<file path="config.mk">
export PLATFORM = sky130hd
export DESIGN_NAME = trs_timing_ref_sel
export DESIGN_NICKNAME = d
export VERILOG_FILES = /design/src/design/trs_pkg.sv /design/src/design/trs_mon_if.sv /design/src/design/trs_freq_mon.sv /design/src/design/trs_timing_ref_sel.sv
export SDC_FILE = /design/constraint.sdc
export NUM_CORES = 2
export LEC_CHECK = 0
export BUFFER_PORTS_ARGS = -buffer_cell sky130_fd_sc_hd__buf_4
export CAP_MARGIN = 15
export CORE_UTILIZATION = 30
export CTS_CLUSTER_DIAMETER = 40
export DETAILED_ROUTE_END_ITERATION = 8
export SLEW_MARGIN = 20
export SYNTH_ARGS = -nofsm -noshare
export SYNTH_HDL_FRONTEND = slang
export SYNTH_SLANG_ARGS = --single-unit
</file>
<file path="constraint.sdc">
create_clock -name clk_sys -period 11.5 [get_ports clk_sys]
set_clock_uncertainty 0.05 [all_clocks]
set_input_delay 0.575 -clock clk_sys [delete_from_list [all_inputs] [get_ports clk_sys]]
set_output_delay 0.575 -clock clk_sys [all_outputs]
set_load 0.03 [all_outputs]
</file>
<file path="src/design/trs_pkg.sv">
`default_nettype none
package trs_pkg;
	localparam longint unsigned TRS_CLK_HZ     = 20_000_000;
	localparam longint unsigned TRS_E1_REF_HZ  = 2_048_000;
	localparam longint unsigned TRS_T1_REF_HZ  = 1_544_000;
	localparam longint unsigned TRS_STM_REF_HZ = 2_048_000;
	localparam longint unsigned TRS_GATE_MS    = 1000;
	localparam longint unsigned TRS_GATE_CYCLES = TRS_CLK_HZ * TRS_GATE_MS / 1000;
	localparam longint unsigned TRS_MINUTE_S   = 60;
	localparam longint unsigned TRS_MINUTE_CYCLES = TRS_CLK_HZ * TRS_MINUTE_S;
	localparam longint unsigned TRS_PPM_LIMIT  = 12;
	localparam longint unsigned TRS_PPM_SCALE  = 1_000_000;
	localparam logic [3:0]      TRS_RESTORE_MAX     = 4'hC;
	localparam logic [3:0]      TRS_RESTORE_DEFAULT = 4'h5;
	localparam logic [3:0]      TRS_SSM_DNU   = 4'hF;
	localparam logic [3:0]      TRS_SSM_QU    = 4'h0;
	localparam logic [3:0]      TRS_SSM_PRC   = 4'h2;
	localparam logic [3:0]      TRS_SSM_SSUT  = 4'h4;
	localparam logic [3:0]      TRS_SSM_SSUL  = 4'h8;
	localparam logic [3:0]      TRS_SSM_SEC   = 4'hB;
	localparam int              TRS_SYNC_W    = 20;

	typedef enum logic [1:0] {TRS_FREE_RUN, TRS_NORMAL, TRS_HOLDOVER} trs_state_type;
	typedef enum logic [1:0] {TRS_SRC_STM_PAIR, TRS_SRC_STM_SINGLE, TRS_SRC_E1_PAIR} trs_src_type;
	typedef enum logic [2:0] {
		TRS_CMD_CLEAR, TRS_CMD_LOCKOUT, TRS_CMD_FORCE_SEC,
		TRS_CMD_FORCE_PRI, TRS_CMD_MAN_SEC, TRS_CMD_MAN_PRI
	} trs_cmd_type;
	typedef enum logic [1:0] {TRS_REF_UNAVAIL, TRS_REF_STANDBY, TRS_REF_ACTIVE} trs_ref_type;
	typedef enum logic [1:0] {
		TRS_OP_NONE, TRS_OP_NORMAL, TRS_OP_UNAVAIL_REF, TRS_OP_RESTORE_WAIT
	} trs_op_type;

	function automatic logic [31:0] trs_expected(input longint unsigned rate_hz,
		input longint unsigned gate);
		longint unsigned full;
		full = rate_hz * gate / TRS_CLK_HZ;
		return full[31:0];
	endfunction : trs_expected

	function automatic logic trs_ssm_bad(input logic [3:0] code);
		logic known;
		known = (code == TRS_SSM_QU) || (code == TRS_SSM_PRC) || (code == TRS_SSM_SSUT)
			|| (code == TRS_SSM_SSUL) || (code == TRS_SSM_SEC);
		return (code == TRS_SSM_DNU) || !known;
	endfunction : trs_ssm_bad
endpackage : trs_pkg
`default_nettype wire

</file>
<file path="src/design/trs_mon_if.sv">
`default_nettype none
interface trs_mon_if;
	logic        ref_lvl;
	logic [31:0] expected;
	logic [31:0] measured;
	logic        freq_ok;
	modport mon (input ref_lvl, input expected, output measured, output freq_ok);
	modport ctl (output ref_lvl, output expected, input measured, input freq_ok);
endinterface : trs_mon_if
`default_nettype wire

</file>
<file path="src/design/trs_freq_mon.sv">
`default_nettype none
module trs_freq_mon
	import trs_pkg::*;
#(
	parameter longint unsigned GATE_CYCLES = TRS_GATE_CYCLES
) (
	input wire logic clk_sys,
	input wire logic rstn,
	trs_mon_if.mon   mon
);
	localparam logic [31:0] GATE_LAST = 32'(GATE_CYCLES - 1);
	localparam logic [63:0] PPM_LIM   = 64'(TRS_PPM_LIMIT);
	localparam logic [63:0] PPM_SCL   = 64'(TRS_PPM_SCALE);

	logic        ref_d_reg;
	logic [31:0] gate_reg;
	logic [31:0] edges_reg;
	logic [31:0] meas_reg;
	logic        ok_reg;
	logic        rise;
	logic [31:0] total;
	logic [31:0] diff;

	assign rise  = mon.ref_lvl & ~ref_d_reg;
	assign total = edges_reg + {31'h0, rise};
	assign diff  = (total > mon.expected) ? total - mon.expected : mon.expected - total;
	assign mon.measured = meas_reg;
	assign mon.freq_ok  = ok_reg;

	always_ff @(posedge clk_sys or negedge rstn) begin
		if (!rstn) begin
			ref_d_reg <= 1'b0;
		end else begin
			ref_d_reg <= mon.ref_lvl;
		end
	end

	// Edge count over a fixed gate, judged at each gate end
	always_ff @(posedge clk_sys or negedge rstn) begin
		if (!rstn) begin
			gate_reg  <= 32'h0;
			edges_reg <= 32'h0;
			meas_reg  <= 32'h0;
			ok_reg    <= 1'b0;
		end else if (gate_reg == GATE_LAST) begin
			gate_reg  <= 32'h0;
			edges_reg <= 32'h0;
			meas_reg  <= total;
			ok_reg    <= (total != 32'h0)
				&& ({32'h0, diff} * PPM_SCL < PPM_LIM * {32'h0, mon.expected});
		end else begin
			gate_reg  <= gate_reg + 32'h1;
			edges_reg <= total;
		end
	end
endmodule : trs_freq_mon
`default_nettype wire

</file>
<file path="src/design/trs_timing_ref_sel.sv">
// What this block does
// - Two timing modes: Internal free-run, or Auto locking to primary/secondary.
// - After reset the block is in Internal mode until Auto is configured.
// - Entering Auto, stay free-run until a reference becomes valid.
// - Pair one: STM-1 port one primary, port two secondary, line timing.
// - Line variant pair two: E1 ports 7 and 8, valid only if both carry traffic.
// - Other variant: 2.048-MHz clock on E1 ports 20 and 21 as sync inputs.
// - T1 base ports: accept 1.544-MHz clock on the pair as sync inputs.
// - Both references available at lock-in, no Forced-Secondary: primary active, secondary standby.
// - Normal whenever locked to primary or secondary.
// - From Normal enter Holdover when both references are unavailable.
// - Also Holdover if primary lost, secondary up, Lockout or Forced-Primary present.
// - Leave Holdover for Normal once primary, or secondary without Lockout or Forced-Primary, is available again.
// - Primary failure moves to secondary automatically, without a phase hit.
// - No automatic switch to secondary under Lockout or Forced-Primary.
// - Unavailable on LOS, LOF, MS-AIS, DNU or invalid SSM, or E1 LOS.
// - Unavailable when frequency is off nominal by 12 ppm or more.
// - Raise an alarm whenever primary or secondary fails.
// - Single STM-1 port setting: straight to Holdover when that port fails.
// - Single unprotected STM-1: Auto still runs, one reference always unavailable.
// - Report active or standby per available reference, plus SSM if enabled.
// - Operation status Normal when both available, one active, one standby, no restore wait running.
// - Status unavailable-reference when any lost under Lockout or Forced-Primary.
// - Revertive: back to primary automatically after the restore delay expires.
// - Non-revertive: stay on secondary until command or secondary failure.
// - Restore delay in whole minutes 0 to 12, default 5, revertive only.
// - Commands ranked Clear, Lockout, Forced, Manual; lower refused under higher.
`default_nettype none
module trs_timing_ref_sel
	import trs_pkg::*;
#(
	parameter longint unsigned GATE_CYCLES   = TRS_GATE_CYCLES,
	parameter longint unsigned MINUTE_CYCLES = TRS_MINUTE_CYCLES
) (
	input  wire logic        clk_sys,
	input  wire logic        rstn,
	input  wire logic        mode_auto,
	input  wire trs_src_type src_sel,
	input  wire logic        e1_sync_variant,
	input  wire logic        base_t1,
	input  wire logic [1:0]  e1_traffic,
	input  wire logic [1:0]  e1_sync_in,
	input  wire logic        stm_single_unprot,
	input  wire logic        revertive,
	input  wire logic [3:0]  restore_delay_min,
	input  wire logic        ssm_enable,
	input  wire logic [1:0]  stm_ref_clk,
	input  wire logic [1:0]  e1_ref_clk,
	input  wire logic [1:0]  stm_los,
	input  wire logic [1:0]  stm_lof,
	input  wire logic [1:0]  stm_msais,
	input  wire logic [1:0]  e1_los,
	input  wire logic [3:0]  ssm_code_pri,
	input  wire logic [3:0]  ssm_code_sec,
	input  wire logic        cmd_valid,
	input  wire trs_cmd_type cmd_code,
	output trs_state_type    timing_state,
	output logic             active_sec,
	output trs_ref_type      pri_status,
	output trs_ref_type      sec_status,
	output logic [3:0]       pri_ssm,
	output logic [3:0]       sec_ssm,
	output trs_op_type       op_status,
	output logic             pri_alarm,
	output logic             sec_alarm,
	output logic             cmd_accept,
	output logic             cmd_deny,
	output logic             lockout_on,
	output logic             forced_on,
	output logic [31:0]      freq_word
);
	localparam logic [31:0] EXP_E1  = trs_expected(TRS_E1_REF_HZ, GATE_CYCLES);
	localparam logic [31:0] EXP_T1  = trs_expected(TRS_T1_REF_HZ, GATE_CYCLES);
	localparam logic [31:0] EXP_STM = trs_expected(TRS_STM_REF_HZ, GATE_CYCLES);
	localparam logic [31:0] MIN_LAST = 32'(MINUTE_CYCLES - 1);

	trs_mon_if mon_p ();
	trs_mon_if mon_s ();

	logic [TRS_SYNC_W-1:0] sync1_reg;
	logic [TRS_SYNC_W-1:0] sync2_reg;
	logic [TRS_SYNC_W-1:0] raw;
	logic [1:0]  s_stm_clk, s_e1_clk, s_stm_los, s_stm_lof, s_stm_ais, s_e1_los;
	logic [3:0]  s_ssm_p, s_ssm_s;

	trs_state_type state_reg, state_next;
	logic        sec_reg, sec_next;
	logic        lockout_reg, fpri_reg, fsec_reg, forced_reg;
	logic        man_go_reg, man_sec_reg;
	logic        accept_reg, deny_reg;
	logic [31:0] cyc_reg;
	logic [3:0]  min_reg;
	trs_ref_type pri_st_reg, sec_st_reg;
	logic [3:0]  pri_ssm_reg, sec_ssm_reg;
	trs_op_type  op_reg;
	logic        pri_alm_reg, sec_alm_reg;
	logic [31:0] freq_reg;

	logic        e1_pair, p_cfg, s_cfg, p_def, s_def, p_av, s_av;
	logic        pri_lock, sec_ok, usable, wait_run, restore_done;
	logic [3:0]  delay_lim;
	logic [31:0] nominal;

	// Line-side levels and recovered clocks cross into clk_sys
	assign raw = {ssm_code_sec, ssm_code_pri, e1_los, stm_msais, stm_lof, stm_los,
		e1_ref_clk, stm_ref_clk};

	always_ff @(posedge clk_sys or negedge rstn) begin
		if (!rstn) begin
			sync1_reg <= '0;
			sync2_reg <= '0;
		end else begin
			sync1_reg <= raw;
			sync2_reg <= sync1_reg;
		end
	end

	assign {s_ssm_p, s_e1_los, s_stm_ais, s_stm_lof, s_stm_los, s_e1_clk, s_stm_clk}
		= {sync2_reg[15:12], sync2_reg[11:0]};
	assign s_ssm_s = sync2_reg[19:16];

	assign e1_pair = (src_sel == TRS_SRC_E1_PAIR);
	assign nominal = !e1_pair ? EXP_STM : base_t1 ? EXP_T1 : EXP_E1;

	assign mon_p.ref_lvl  = e1_pair ? s_e1_clk[0] : s_stm_clk[0];
	assign mon_s.ref_lvl  = e1_pair ? s_e1_clk[1] : s_stm_clk[1];
	assign mon_p.expected = nominal;
	assign mon_s.expected = nominal;

	trs_freq_mon #(.GATE_CYCLES(GATE_CYCLES)) u_mon_p (
		.clk_sys (clk_sys),
		.rstn    (rstn),
		.mon     (mon_p)
	);

	trs_freq_mon #(.GATE_CYCLES(GATE_CYCLES)) u_mon_s (
		.clk_sys (clk_sys),
		.rstn    (rstn),
		.mon     (mon_s)
	);

	// Which candidates exist in the chosen setting
	always_comb begin
		if (e1_pair) begin
			p_cfg = e1_sync_variant ? e1_sync_in[0] : &e1_traffic;
			s_cfg = e1_sync_variant ? e1_sync_in[1] : &e1_traffic;
		end else begin
			p_cfg = 1'b1;
			s_cfg = (src_sel == TRS_SRC_STM_PAIR) && !stm_single_unprot;
		end
	end

	always_comb begin
		if (e1_pair) begin
			p_def = s_e1_los[0];
			s_def = s_e1_los[1];
		end else begin
			p_def = s_stm_los[0] | s_stm_lof[0] | s_stm_ais[0]
				| (ssm_enable & trs_ssm_bad(s_ssm_p));
			s_def = s_stm_los[1] | s_stm_lof[1] | s_stm_ais[1]
				| (ssm_enable & trs_ssm_bad(s_ssm_s));
		end
	end

	assign p_av = mode_auto & p_cfg & !p_def & mon_p.freq_ok;
	assign s_av = mode_auto & s_cfg & !s_def & mon_s.freq_ok;

	assign pri_lock = lockout_reg | fpri_reg;
	assign sec_ok   = s_av & !pri_lock;
	assign usable   = p_av | sec_ok;

	// External commands, held ones and one-shot manual
	always_ff @(posedge clk_sys or negedge rstn) begin
		if (!rstn) begin
			lockout_reg <= 1'b0;
			fpri_reg    <= 1'b0;
			fsec_reg    <= 1'b0;
			forced_reg  <= 1'b0;
			man_go_reg  <= 1'b0;
			man_sec_reg <= 1'b0;
			accept_reg  <= 1'b0;
			deny_reg    <= 1'b0;
		end else begin
			man_go_reg <= 1'b0;
			accept_reg <= 1'b0;
			deny_reg   <= 1'b0;
			if (cmd_valid) begin
				unique case (cmd_code)
					TRS_CMD_CLEAR: begin
						lockout_reg <= 1'b0;
						fpri_reg    <= 1'b0;
						fsec_reg    <= 1'b0;
						forced_reg  <= 1'b0;
						accept_reg  <= 1'b1;
					end
					TRS_CMD_LOCKOUT: begin
						lockout_reg <= 1'b1;
						fpri_reg    <= 1'b0;
						fsec_reg    <= 1'b0;
						forced_reg  <= 1'b0;
						accept_reg  <= 1'b1;
					end
					TRS_CMD_FORCE_SEC: begin
						if (lockout_reg || !s_av) begin
							deny_reg <= 1'b1;
						end else begin
							fsec_reg   <= 1'b1;
							fpri_reg   <= 1'b0;
							forced_reg <= 1'b1;
							accept_reg <= 1'b1;
						end
					end
					TRS_CMD_FORCE_PRI: begin
						if (lockout_reg) begin
							deny_reg <= 1'b1;
						end else begin
							fpri_reg   <= 1'b1;
							fsec_reg   <= 1'b0;
							forced_reg <= 1'b1;
							accept_reg <= 1'b1;
						end
					end
					TRS_CMD_MAN_SEC, TRS_CMD_MAN_PRI: begin
						if (lockout_reg || fpri_reg || fsec_reg
							|| ((cmd_code == TRS_CMD_MAN_SEC) ? !s_av : !p_av)) begin
							deny_reg <= 1'b1;
						end else begin
							man_go_reg  <= 1'b1;
							man_sec_reg <= (cmd_code == TRS_CMD_MAN_SEC);
							accept_reg  <= 1'b1;
						end
					end
					default: begin
						deny_reg <= 1'b1;
					end
				endcase
			end
		end
	end

	// Reference choice and timing state
	always_comb begin
		state_next = state_reg;
		sec_next   = sec_reg;
		if (!mode_auto) begin
			state_next = TRS_FREE_RUN;
			sec_next   = 1'b0;
		end else begin
			unique case (state_reg)
				TRS_FREE_RUN: begin
					if (usable) begin
						state_next = TRS_NORMAL;
						sec_next   = !p_av || (fsec_reg && s_av);
					end
				end
				TRS_NORMAL, TRS_HOLDOVER: begin
					if (!usable) begin
						state_next = TRS_HOLDOVER;
					end else begin
						state_next = TRS_NORMAL;
						if (fsec_reg && s_av) begin
							sec_next = 1'b1;
						end else if (fpri_reg) begin
							sec_next = 1'b0;
						end else if (man_go_reg) begin
							sec_next = man_sec_reg;
						end else if (!sec_reg && !p_av) begin
							sec_next = 1'b1;
						end else if (sec_reg && !s_av) begin
							sec_next = 1'b0;
						end else if (sec_reg && restore_done) begin
							sec_next = 1'b0;
						end
					end
				end
			endcase
		end
	end

	always_ff @(posedge clk_sys or negedge rstn) begin
		if (!rstn) begin
			state_reg <= TRS_FREE_RUN;
			sec_reg   <= 1'b0;
		end else begin
			state_reg <= state_next;
			sec_reg   <= sec_next;
		end
	end

	// Wait-to-restore timer in whole minutes
	assign delay_lim = (restore_delay_min > TRS_RESTORE_MAX) ? TRS_RESTORE_MAX
		: restore_delay_min;
	assign wait_run = revertive && (state_reg == TRS_NORMAL) && sec_reg && p_av
		&& !fsec_reg;
	assign restore_done = wait_run && (min_reg >= delay_lim);

	always_ff @(posedge clk_sys or negedge rstn) begin
		if (!rstn) begin
			cyc_reg <= 32'h0;
			min_reg <= 4'h0;
		end else if (!wait_run) begin
			cyc_reg <= 32'h0;
			min_reg <= 4'h0;
		end else if (min_reg < delay_lim) begin
			if (cyc_reg == MIN_LAST) begin
				cyc_reg <= 32'h0;
				min_reg <= min_reg + 4'h1;
			end else begin
				cyc_reg <= cyc_reg + 32'h1;
			end
		end
	end

	// Reported status
	always_ff @(posedge clk_sys or negedge rstn) begin
		if (!rstn) begin
			pri_st_reg  <= TRS_REF_UNAVAIL;
			sec_st_reg  <= TRS_REF_UNAVAIL;
			pri_ssm_reg <= 4'h0;
			sec_ssm_reg <= 4'h0;
			pri_alm_reg <= 1'b0;
			sec_alm_reg <= 1'b0;
		end else begin
			pri_st_reg <= !p_av ? TRS_REF_UNAVAIL
				: (state_reg == TRS_NORMAL && !sec_reg) ? TRS_REF_ACTIVE
				: TRS_REF_STANDBY;
			sec_st_reg <= !s_av ? TRS_REF_UNAVAIL
				: (state_reg == TRS_NORMAL && sec_reg) ? TRS_REF_ACTIVE
				: TRS_REF_STANDBY;
			pri_ssm_reg <= (p_av && ssm_enable) ? s_ssm_p : 4'h0;
			sec_ssm_reg <= (s_av && ssm_enable) ? s_ssm_s : 4'h0;
			pri_alm_reg <= mode_auto && p_cfg && !p_av;
			sec_alm_reg <= mode_auto && s_cfg && !s_av;
		end
	end

	always_ff @(posedge clk_sys or negedge rstn) begin
		if (!rstn) begin
			op_reg <= TRS_OP_NONE;
		end else if (pri_lock && mode_auto && (!p_av || !s_av)) begin
			op_reg <= TRS_OP_UNAVAIL_REF;
		end else if (wait_run && !restore_done) begin
			op_reg <= TRS_OP_RESTORE_WAIT;
		end else if (p_av && s_av && state_reg == TRS_NORMAL) begin
			op_reg <= TRS_OP_NORMAL;
		end else begin
			op_reg <= TRS_OP_NONE;
		end
	end

	// Output frequency: tracks the locked source, frozen in holdover
	always_ff @(posedge clk_sys or negedge rstn) begin
		if (!rstn) begin
			freq_reg <= 32'h0;
		end else begin
			unique case (state_reg)
				TRS_FREE_RUN: freq_reg <= nominal;
				TRS_NORMAL:   freq_reg <= sec_reg ? (mon_s.freq_ok ? mon_s.measured : freq_reg)
					: (mon_p.freq_ok ? mon_p.measured : freq_reg);
				TRS_HOLDOVER: freq_reg <= freq_reg;
			endcase
		end
	end

	assign timing_state = state_reg;
	assign active_sec   = sec_reg;
	assign pri_status   = pri_st_reg;
	assign sec_status   = sec_st_reg;
	assign pri_ssm      = pri_ssm_reg;
	assign sec_ssm      = sec_ssm_reg;
	assign op_status    = op_reg;
	assign pri_alarm    = pri_alm_reg;
	assign sec_alarm    = sec_alm_reg;
	assign cmd_accept   = accept_reg;
	assign cmd_deny     = deny_reg;
	assign lockout_on   = lockout_reg;
	assign forced_on    = forced_reg;
	assign freq_word    = freq_reg;
endmodule : trs_timing_ref_sel
`default_nettype wire

</file>
==> impl_metrics.tcl <==
set metrics [dict create \
    fill_cells 11311 \
    max_stage_delay_ps 540 \
    synth_area_leader_cell "dfrtp_1" \
    finalSetupViolations 0 \
    ys_seq_area_frac 0.2436 \
    status "complete, no violations" \
    yosysMostFrequentCell "inv_1" \
    dieArea_um2 114700 \
    clock_sinks 331 \
    syn2layout_area_growth_pct 19.57 \
    yosys_warnings 0 \
    fin_util 0.3614 \
    drive_gt1_frac 0.1473 \
    clk_latency_ps 620 \
    antenna_found_initial 1 \
    dieWidth_um 338.7 \
    cts_tree "built" \
    yosys-top-cells-area "dfrtp_1 24%, fa_1 14%, ha_1 14%" \
    clkTransAtPathRegs_ps 50 \
    grt_pass1_wl_um 153300 \
    drc 0 \
    pin_count 97 \
    fin_crit_sh 0.9381 \
    synth_cell_type_count 108 \
    tightest_slew_ps 1015 \
    ant_nets 0 \
    end_kind "register" \
    grt.overflow.total 0 \
    drt-initial-drc-count 1468 \
    netlist_area_um2 34010 \
    grt_pass1_vias 28234 \
    min_period_ps 10790 \
    gr-usage-all-layers 0.1635 \
    die_h_um 338.7 \
    core_um2 112500 \
    synth-edff-count 0 \
    hold_path_class "in2reg" \
    dr.pass1.iters 7 \
    final_hold_viol_count 0 \
    max_slew_margin 0.3194 \
    rsz0062_at_grt "no" \
    crit_family "adder cells" \
    avgSynthCellArea_um2 9.097 \
    critPathKind "in2reg" \
    cap_violations 0 \
    required_ps 12000 \
    synth_seq_cells 331 \
    final_nets 4741 \
    cpMaxStageDelayCell "fa_1" \
    slew_viol_final 0 \
    clk_path_buf_depth 3 \
    synthFlopType "dfrtp_1" \
    synth_top_area_frac 0.2436 \
    port_buffers 96 \
    syn_inst 3738 \
    startpoint_type "input port" \
    num_vias 27598 \
    cts_buffers 54 \
    root_buffer "clkbuf_16" \
    syn-num-nets 4381 \
    cts_max_level 2 \
    gp_congestion 0.9319 \
    async_flop_share 1.000 \
    setup-tns-final_ps 0 \
    synth_common_cells "455 x inv_1, 369 x ha_1, 331 x dfrtp_1" \
    critPathArrivalTime_ps 11280 \
    wl_per_cell_um 16.42 \
    initial_core_util 0.3023 \
    cp_max_fo 18 \
    vias_per_cell 4.891 \
    routed_wl_um 92650 \
    hold_ws_ps 42.20 \
    crit_buf_inv 9 \
    dp_hpwl_um 75770 \
    rows 123 \
    grt_max_degree 172 \
    fmax_ghz 0.09269 \
]
==> per-layer routing <==
layer,up-vias,track usage,share of wire
met3,138,0.01952,0.040
met4,0,0.04383,0.024
met2,545,0.2683,0.46
met5,-,0,0
met1,13402,0.2263,0.47
li1,13513,-,-
==> worst paths after layout <==
path	start	end	slack, ps	depth (start not counted)
setup / recovery	src_sel[0]	u_mon_p.mon.freq_ok$_DFFE_PN0P_	710	43
hold / removal	stm_ref_clk[1]	sync1_reg[1]$_DFF_PN0_	40	1
setup reg to reg	sync2_reg[3]$_DFF_PN0_	u_mon_s.mon.freq_ok$_DFFE_PN0P_	870	50
hold reg to reg	sync1_reg[9]$_DFF_PN0_	sync2_reg[9]$_DFF_PN0_	290	0
max in group asynchronous	rstn	sync1_reg[9]$_DFF_PN0_	9120	4
min in group asynchronous	rstn	freq_word[17]$_DFFE_PN0P_	540	2
==> cells in the final DEF (no fill, tap or decap), types with 21 or more instances in the layout <==
master	instances
nand4_1	71
nor3_1	50
a211oi_1	25
nand2_1	278
nand3_1	94
xor2_1	110
and2_1	49
o21ai_0	192
o21a_1	30
a21o_1	77
nor4_1	33
mux2_2	27
fa_1	232
maj3_1	22
nor2b_1	32
and4_1	23
o211ai_1	23
dfrtp_1	330
nand2b_1	21
a31oi_1	26
nor2_1	282
inv_1	455
and3_1	61
ha_1	368
xnor2_1	222
mux2i_1	35
or3_1	22
clkbuf_16	54
a21oi_1	160
buf_4	391
==> final cells by class <==
class,instances,area (um^2),share of cell area
inverter,464,1744,0.04290
antenna,1,2.502,0.00006154
timing repair buffer,415,3228,0.07939
clock buffer,61,1428,0.03511
clock inverter,39,516.7,0.01271
sequential,331,8284,0.2037
tap,1500,1877,0.04616
multi-input combinational,2832,23580,0.5799
==> worst reg2reg max path: cells and delay by family, from the launching register on <==
family / cells / cell delay (ps)
adder cells (fa/ha/maj): 10 / 3670
AO/OA/AOI/OAI: 15 / 2970
buffers and inverters: 13 / 1450
AND/OR/NAND/NOR: 8 / 1090
XOR/XNOR: 3 / 660
flip-flops: 1 / 360
multiplexers: 1 / 290
==> cell families (layout without fill, tap and decap cells) <==
logic type,after synthesis,after routing,share of synthesized area
AND/OR/NAND/NOR,1104,1104,0.1659
adder cells (fa/ha/maj),624,624,0.2791
XOR/XNOR,350,350,0.09482
AO/OA/AOI/OAI,691,691,0.1316
flip-flops,331,331,0.2436
other,0,1,0
buffers and inverters,575,979,0.06534
multiplexers,63,63,0.01965
==> through the flow <==
stage / area, um^2 / cells / setup WS (ps)
floorplan: 34010 / 3738 / 213.9
global placement: 38440 / 5521 / 141.6
detailed placement: 38440 / 5521 / 98.18
CTS: 40570 / 5640 / 637.4
global route: 40660 / 5643 / 19.94
finish: 40660 / 5643 / 711.7
==> what timing repair did <==
item,CTS,global route
endpoints found under the hold margin,103,0
gates resized for setup,0,6
hold buffers,19,0
setup endpoints to repair,0,2
setup buffers,0,1
Power is not shown: default switching activity piles up to over one toggle a cycle in this logic, so the estimate is an artifact.
